<file path="src/design/rlsl_pkg.sv">
// Package of constants shared by both ends of the reference level loader
package rlsl_pkg;
    // ==========================================================
    // Command word layout
    localparam int WORD_BITS = 16;
    localparam int TEST_BIT = 15;
    localparam int SRC_BIT = 14;
    localparam int CHAN_MSB = 13;
    localparam int CHAN_LSB = 10;
    localparam int LEVEL_MSB = 9;
    localparam int LEVEL_LSB = 0;
    localparam int CHAN_W = 4;
    localparam int LEVEL_W = 10;
    localparam int NUM_CHAN = 12;
    localparam logic [CHAN_W-1:0] CHAN_LAST = 4'hb;
    localparam logic [LEVEL_W-1:0] LEVEL_RST = 10'h000;
    localparam logic SRC_INTERNAL = 1'b0;
    localparam logic SRC_EXTERNAL = 1'b1;
    localparam logic [4:0] BIT_COUNT_FULL = 5'h10;
    // ==========================================================
    // Timing
    localparam int CORE_CLK_HZ = 40000000;
    localparam int SCLK_MAX_HZ = 5000000;
    localparam int SCLK_HALF_CYC = (CORE_CLK_HZ + 2 * SCLK_MAX_HZ - 1) /
        (2 * SCLK_MAX_HZ);
    localparam int OSC_HZ = 21000;
    localparam int OSC_HALF_CYC = CORE_CLK_HZ / (2 * OSC_HZ);
    localparam int EDGE_GAP_CYC = 2;
endpackage

</file>
<file path="src/design/rlsl_link_if.sv">
// Four-wire serial link between host controller and loader device
`timescale 1ns/1ps
`default_nettype none
interface rlsl_link_if;
    logic selectN;
    logic shiftClk;
    logic serialIn;
    logic serialOut;
    modport host (output selectN, output shiftClk, output serialIn,
        input serialOut);
    modport device (input selectN, input shiftClk, input serialIn,
        output serialOut);
endinterface
`default_nettype wire

</file>
<file path="src/design/rlsl_device.sv">
// Device end: serial command loader with twelve level channels
//
// Our own choices: the placing of the registers and the strobed register port.
`timescale 1ns/1ps
`default_nettype none
module rlsl_device #(
    parameter int OSC_HALF = rlsl_pkg::OSC_HALF_CYC
) (
    // Clock and reset
    input wire logic core_clk,
    input wire logic rstn,
    // Serial link
    rlsl_link_if.device link,
    // Refresh clock pin
    input wire logic refreshClkIn,
    output logic refreshClkOut,
    output logic refreshClkOe,
    // Channel state
    output logic [rlsl_pkg::NUM_CHAN*rlsl_pkg::LEVEL_W-1:0] channelLevels,
    output logic clockSource,
    output logic refreshStrobe,
    output logic switchOpenStrobe,
    output logic updatePulse
);
    import rlsl_pkg::*;

    // ==========================================================
    // Input synchronisers
    logic [1:0] selSync_r;
    logic [1:0] sclkSync_r;
    logic [1:0] sdiSync_r;
    logic [1:0] rclkSync_r;
    logic sclkPrev_r;
    logic selPrev_r;
    logic rclkPrev_r;
    logic selLow;
    logic sclkRise;
    logic sclkFall;
    logic selRise;

    // Two flip-flops on every pin input
    always_ff @(posedge core_clk or negedge rstn) begin
        if (!rstn) begin
            selSync_r <= 2'h3;
            sclkSync_r <= 2'h0;
            sdiSync_r <= 2'h0;
            rclkSync_r <= 2'h0;
        end else begin
            selSync_r <= {selSync_r[0], link.selectN};
            sclkSync_r <= {sclkSync_r[0], link.shiftClk};
            sdiSync_r <= {sdiSync_r[0], link.serialIn};
            rclkSync_r <= {rclkSync_r[0], refreshClkIn};
        end
    end

    // Previous values for edge detection
    always_ff @(posedge core_clk or negedge rstn) begin
        if (!rstn) begin
            sclkPrev_r <= 1'b0;
            selPrev_r <= 1'b1;
            rclkPrev_r <= 1'b0;
        end else begin
            sclkPrev_r <= sclkSync_r[1];
            selPrev_r <= selSync_r[1];
            rclkPrev_r <= rclkSync_r[1];
        end
    end

    assign selLow = !selSync_r[1];
    assign sclkRise = selLow && sclkSync_r[1] && !sclkPrev_r;
    assign sclkFall = selLow && !sclkSync_r[1] && sclkPrev_r;
    assign selRise = selSync_r[1] && !selPrev_r;

    // ==========================================================
    // Shift register and bit counter
    logic [WORD_BITS-1:0] shift_r;
    logic [4:0] bitCount_r;
    logic sdo_r;

    always_ff @(posedge core_clk or negedge rstn) begin
        if (!rstn) begin
            shift_r <= '0;
        end else if (sclkRise) begin
            shift_r <= {shift_r[WORD_BITS-2:0], sdiSync_r[1]};
        end
    end

    // count bits, saturating at a full word
    always_ff @(posedge core_clk or negedge rstn) begin
        if (!rstn) begin
            bitCount_r <= 5'h00;
        end else if (selRise) begin
            bitCount_r <= 5'h00;
        end else if (sclkRise && bitCount_r != BIT_COUNT_FULL) begin
            bitCount_r <= bitCount_r + 5'h01;
        end
    end

    always_ff @(posedge core_clk or negedge rstn) begin
        if (!rstn) begin
            sdo_r <= 1'b0;
        end else if (sclkFall) begin
            sdo_r <= shift_r[WORD_BITS-1];
        end
    end
    assign link.serialOut = sdo_r;

    // ==========================================================
    // Command decode and channel storage
    logic [LEVEL_W-1:0] level_r [NUM_CHAN];
    logic src_r;
    logic srcWritten_r;
    logic upd_r;
    logic cmdValid;
    logic [CHAN_W-1:0] chanIdx;

    assign chanIdx = shift_r[CHAN_MSB:CHAN_LSB];
    // update on select rise after full word
    assign cmdValid = selRise && bitCount_r == BIT_COUNT_FULL;

    always_ff @(posedge core_clk or negedge rstn) begin
        if (!rstn) begin
            for (int i = 0; i < NUM_CHAN; i++) begin
                level_r[i] <= LEVEL_RST;
            end
        end else if (cmdValid && chanIdx <= CHAN_LAST) begin
            level_r[chanIdx] <= shift_r[LEVEL_MSB:LEVEL_LSB];
        end
    end

    // clock source from every valid command
    always_ff @(posedge core_clk or negedge rstn) begin
        if (!rstn) begin
            src_r <= SRC_INTERNAL;
            srcWritten_r <= 1'b0;
        end else if (cmdValid) begin
            src_r <= shift_r[SRC_BIT];
            srcWritten_r <= 1'b1;
        end
    end

    // Update pulse one cycle after taking command
    always_ff @(posedge core_clk or negedge rstn) begin
        if (!rstn) begin
            upd_r <= 1'b0;
        end else begin
            upd_r <= cmdValid;
        end
    end

    // Flatten channel array
    always_comb begin
        for (int i = 0; i < NUM_CHAN; i++) begin
            channelLevels[i*LEVEL_W +: LEVEL_W] = level_r[i];
        end
    end
    assign clockSource = src_r;
    assign updatePulse = upd_r;

    // ==========================================================
    // Refresh oscillator and refresh strobes
    logic [15:0] oscCount_r;
    logic osc_r;
    logic oscPrev_r;
    logic refClk;
    logic refClkPrev;

    // Internal oscillator divider
    always_ff @(posedge core_clk or negedge rstn) begin
        if (!rstn) begin
            oscCount_r <= 16'h0000;
            osc_r <= 1'b0;
        end else if (oscCount_r == 16'(OSC_HALF - 1)) begin
            oscCount_r <= 16'h0000;
            osc_r <= !osc_r;
        end else begin
            oscCount_r <= oscCount_r + 16'h0001;
        end
    end

    always_ff @(posedge core_clk or negedge rstn) begin
        if (!rstn) begin
            oscPrev_r <= 1'b0;
        end else begin
            oscPrev_r <= osc_r;
        end
    end

    // drive pin only once internal source chosen
    assign refreshClkOut = osc_r;
    assign refreshClkOe = srcWritten_r && src_r == SRC_INTERNAL;

    assign refClk = (src_r == SRC_EXTERNAL) ? rclkSync_r[1] : osc_r;
    assign refClkPrev = (src_r == SRC_EXTERNAL) ? rclkPrev_r : oscPrev_r;
    assign refreshStrobe = refClkPrev && !refClk;
    assign switchOpenStrobe = !refClkPrev && refClk;
endmodule
`default_nettype wire

</file>
<file path="src/flat_wrapper.sv">
// flat-port wrapper written by rule: the top's interface ports become plain ports
module rlsl_device_flat import rlsl_pkg::*;
#(
    parameter int OSC_HALF = rlsl_pkg::OSC_HALF_CYC
)
  (core_clk, rstn, refreshClkIn, refreshClkOut, refreshClkOe, channelLevels, clockSource, refreshStrobe, switchOpenStrobe, updatePulse, link_selectN, link_shiftClk, link_serialIn, link_serialOut);
  rlsl_link_if link_i ();
  input wire logic core_clk;
  input wire logic rstn;
  input wire logic refreshClkIn;
  output logic refreshClkOut;
  output logic refreshClkOe;
  output logic [rlsl_pkg::NUM_CHAN*rlsl_pkg::LEVEL_W-1:0] channelLevels;
  output logic clockSource;
  output logic refreshStrobe;
  output logic switchOpenStrobe;
  output logic updatePulse;
  input wire logic [$bits(link_i.selectN)-1:0] link_selectN;
  input wire logic [$bits(link_i.shiftClk)-1:0] link_shiftClk;
  input wire logic [$bits(link_i.serialIn)-1:0] link_serialIn;
  output wire logic [$bits(link_i.serialOut)-1:0] link_serialOut;
  assign link_i.selectN = link_selectN;
  assign link_i.shiftClk = link_shiftClk;
  assign link_i.serialIn = link_serialIn;
  assign link_serialOut = link_i.serialOut;
  rlsl_device #(.OSC_HALF(OSC_HALF)) u_core (.core_clk(core_clk), .rstn(rstn), .link(link_i), .refreshClkIn(refreshClkIn), .refreshClkOut(refreshClkOut), .refreshClkOe(refreshClkOe), .channelLevels(channelLevels), .clockSource(clockSource), .refreshStrobe(refreshStrobe), .switchOpenStrobe(switchOpenStrobe), .updatePulse(updatePulse));
endmodule
</file>
<file path="config.mk">
export PLATFORM = sky130hd
export DESIGN_NAME = rlsl_device_flat
export DESIGN_NICKNAME = d
export VERILOG_FILES = /design/src/design/rlsl_pkg.sv /design/src/design/rlsl_link_if.sv /design/src/design/rlsl_device.sv /design/src/flat_wrapper.sv
export SDC_FILE = /design/constraint.sdc
export NUM_CORES = 1
export LEC_CHECK = 0
export ABC_AREA = 1
export BUFFER_PORTS_ARGS = -buffer_cell sky130_fd_sc_hd__buf_2
export CAP_MARGIN = 20
export CORE_MARGIN = 4
export CORE_UTILIZATION = 45
export CTS_CLUSTER_SIZE = 12
export DETAILED_ROUTE_END_ITERATION = 12
export GPL_TIMING_DRIVEN = 0
export PLACE_DENSITY_LB_ADDON = 0.2
export SLEW_MARGIN = 25
export SYNTH_ARGS = -nofsm -noshare
export SYNTH_HDL_FRONTEND = slang
export SYNTH_SLANG_ARGS = --single-unit
</file>
<file path="constraint.sdc">
create_clock -name core_clk -period 1.5 [get_ports core_clk]
set_input_delay 0.15 -clock core_clk [delete_from_list [all_inputs] [get_ports core_clk]]
set_output_delay 0.15 -clock core_clk [all_outputs]
set_load 0.01 [all_outputs]
</file>
==> run_results.csv <==
group,metric,value,unit
logic_synthesis,synth_flop_cell,"dfrtp_1",
sta,min_period,1.57,ns
floorplan,die_area,19300,um^2
clock_network,clkLatencyLatePin,0.42,ns
critical_path,r2r_start,"u_core.bitCount_r[1]",
logic_synthesis,synth.area.top_cells,"dfrtp_1 55%, nand2_1 16%, inv_1 9.3%",
grt,grt_pass1_vias,6520,
floorplan,initial_core_util,0.462,
sta,worst_pin_slew,0.597,ns
critical_path,crit_top_cell,"nand2_1",
placed_design,placed_area,8730,um^2
sta,hold_violations,0,
grt,antenna_found_initial,0,
sta,drv_slew,0,
pwr,p_leak,6.15,nW
detailed_routing,wl,22.1,mm
critical_path,path_cells,"inv_2, ha_4, nand3_4, nor2_8, buf_6, buf_12, nand2_4, nand2_1, nand2_1",
layout,stdcell_area,10400,um^2
min_path,min-delay-path-class,"primary input to asynchronous set/reset pin",
logic_synthesis,synth_seq_cells,174,
logic_synthesis,syn_avg_cell_area,7.92,um^2
layout,final_layout_size_suffix_gt1_frac,0.279,
logic_synthesis,seq_area_frac_synth,0.565,
logic_synthesis,ys_warn_count,0,
clock_network,cts_buffers,17,
grt,grt_pass1_wl,34.4,mm
grt,grt_max_degree,64,
grt,gr-total-overflow,0,
placed_design,dp_hpwl,13.5,mm
placed_design,portBuffers,132,
critical_path,ff2ff_setup_slack,-0.07,ns
sta,rsz0062_at_grt,"true",
sta,skew,0.00942,ns
critical_path,cp.arrival,1.88,ns
pwr,pwr-share-clk,0.436,
pwr,intPower,7.44,mW
layout,synthToLayoutAreaGrowth,35.1,%
grt,track_usage,0.222,
floorplan,io-pin-count,133,
logic_synthesis,synth_cell_types,25,
critical_path,cp-end-kind,"register",
pwr,p_sw_frac,0.250,
logic_synthesis,syn_area,7720,um^2
sta,fin_hold_ws,0.243,ns
clock_network,cts_buffer_depth,2,
detailed_routing,drt-initial-drc-count,479,
sta,worst_slack,-0.0711,ns
critical_path,cp_max_fo,10,
critical_path,critPathLaunchType,"register",
layout,seqCellArea,4360,um^2
logic_synthesis,synth_edf_count,0,
clock_network,htreeDepth,4,
critical_path,worst-setup-path-type,"register to register",
floorplan,row_count,47,
sta,max_freq,636,MHz
detailed_routing,drc,0,
floorplan,core-area,16700,um^2
pwr,powerDensity,952,nW/um^2
logic_synthesis,yosys.area.top_type,"dfrtp_1",
critical_path,cp_slowest_cell,"dfrtp_1",
layout,nNetsFinal,1175,
placed_design,gp_congestion,0.847,
sta,fin_crit_sh,1.05,
clock_network,clock_sink_count,174,
run_status,violations,"setup timing",
critical_path,r2r_cells,9,
clock_network,root_buffer,"clkbuf_16",
detailed_routing,wl_per_cell,15.8,um
clock_network,cts_tree,"done",
pwr,ir_drop,0.726,mV
floorplan,die_h,139,um
detailed_routing,vias,6795,
layout,num_antenna_cells,0,
floorplan,die_w,139,um
detailed_routing,via_per_inst,4.86,
critical_path,cp.required,1.81,ns
clock_network,path_clk_slew,0.06,ns
detailed_routing,ant_nets,0,
critical_path,cp_slowest_stage_delay,0.39,ns
layout,fillers,1495,
logic_synthesis,syn-num-nets,983,
pwr,combPwrFrac,0.065,
logic_synthesis,async_flop_share,1.00,
run_status,status,"finished with violations",
sta,max_slew_margin,0.600,
logic_synthesis,synthCells,974,
critical_path,startpoint,"u_core.bitCount_r[1]",
sta,finalSetupViolCount,117,
layout,finish.utilization,0.624,
flow_run,drv_cap,0,
detailed_routing,drtPass1Iterations,5,
pwr,p_seq_frac,0.500,
logic_synthesis,synth_top_area_frac,0.554,
layout,multi_input_area,2980,um^2
pwr,finalPower,9.92,mW
pwr,switching_power,2.48,mW
layout make-up:
cell class | count | area share
Inverter | 205 | 0.0769
Timing Repair Buffer | 168 | 0.111
Multi-Input combinational cell | 572 | 0.286
Clock buffer | 26 | 0.0460
Sequential cell | 174 | 0.418
Tap cell | 220 | 0.0264
Buffer | 28 | 0.0275
Clock inverter | 6 | 0.00816
power by group through the flow:
stage	combinational [mW]	clock [mW]	sequential (mW)
after floorplan	0.197	0	4.93
after global placement	0.486	0	5.01
after detailed placement	0.508	0	5.01
after CTS	0.566	4.39	4.92
after global routing	0.685	4.58	4.96
final	0.641	4.33	4.96
routing by layer:
metal | global-route usage | routed length [um] | up-vias
met1 | 0.305 | 9750 | 3253
met4 | 0.0654 | 353 | 0
li1 | - | - | 3321
met5 | 0 | 0 | -
met2 | 0.353 | 10700 | 188
met3 | 0.0545 | 1320 | 33
Yosys cell counts, types with 4 or more instances:
library cell  instances
clkbuf_1             15
nand4_1               6
nand2_1             321
nand2_2               4
nor2_1               53
o21ai_0              23
buf_2                 9
inv_1               192
clkinv_1             11
nand3_1             143
dfrtp_1             171
path summary, 6_finish.rpt:
kind                                            end
max in group asynchronous          u_core.selPrev_r
min reg2reg                    u_core.sclkSync_r[1]
min in group core_clk          u_core.sclkSync_r[1]
max reg2reg                u_core.channelLevels[69]
max                        u_core.channelLevels[69]
min                            u_core.oscCount_r[6]
cells in the final DEF (no fill, tap or decap), drive strengths merged:
cell           n
xnor2          2
xor2           3
nor3           3
ha             3
or2            1
bufinv         2
dlygate4sd3    5
clkbuf        43
nand4          6
clkinv         5
inv          194
a21oi          1
nor2          57
and2           1
nand2        325
o21ai         23
buf          174
nand3        147
dfstp          3
dfrtp        171
clkinvlp      10
timing repair:
action / CTS / global route
gates resized for setup: 84 / 114
buffers inserted: 15 / 7
pin swaps: 11 / 33
hold buffers: 5 / 0
cloned: 6 / 8
hold endpoints to repair: 58 / 0
setup endpoints to repair: 141 / 146
cells by family (layout without fill, tap and decap cells):
group | Yosys count | after routing | share of synthesized area
adders and majority gates | 3 | 3 | 0.00486
xor gates and xnor gates | 5 | 5 | 0.00567
DFF | 174 | 174 | 0.565
and+or+nand+nor | 535 | 540 | 0.291
buffers and inverters | 233 | 433 | 0.118
AOI/OAI and AO/OA | 24 | 24 | 0.0156
critical path, delay by kind of cell (launching register included):
kind	cells	cell delay, ns
buffers and inverters	3	0.34
adders and majority gates	1	0.15
and+or+nand+nor	5	0.58
DFF	1	0.39
flip-flops by register name, summed over array words and instances, names as in the netlist, 2 cells and up:
register              cells
u_core.channelLevels    120
u_core.sclkSync_r         2
u_core.selSync_r          2
u_core.oscCount_r        16
u_core.sdiSync_r          2
u_core.bitCount_r         5
u_core.shift_r           16
u_core.rclkSync_r         2
metrics by stage:
| stage | worst slack (ns) | instances | TNS, ns |
|---|---|---|---|
| floorplan | -0.00781 | 974 | -0.312 |
| global placement | -2.57 | 1326 | -491.10 |
| detailed placement | -0.504 | 1328 | -52.36 |
| CTS | -0.0438 | 1386 | -1.41 |
| global route | -0.159 | 1399 | -14.09 |
| finish | -0.0711 | 1399 | -4.00 |
No activity file was read; power rests on OpenSTA's default activity.
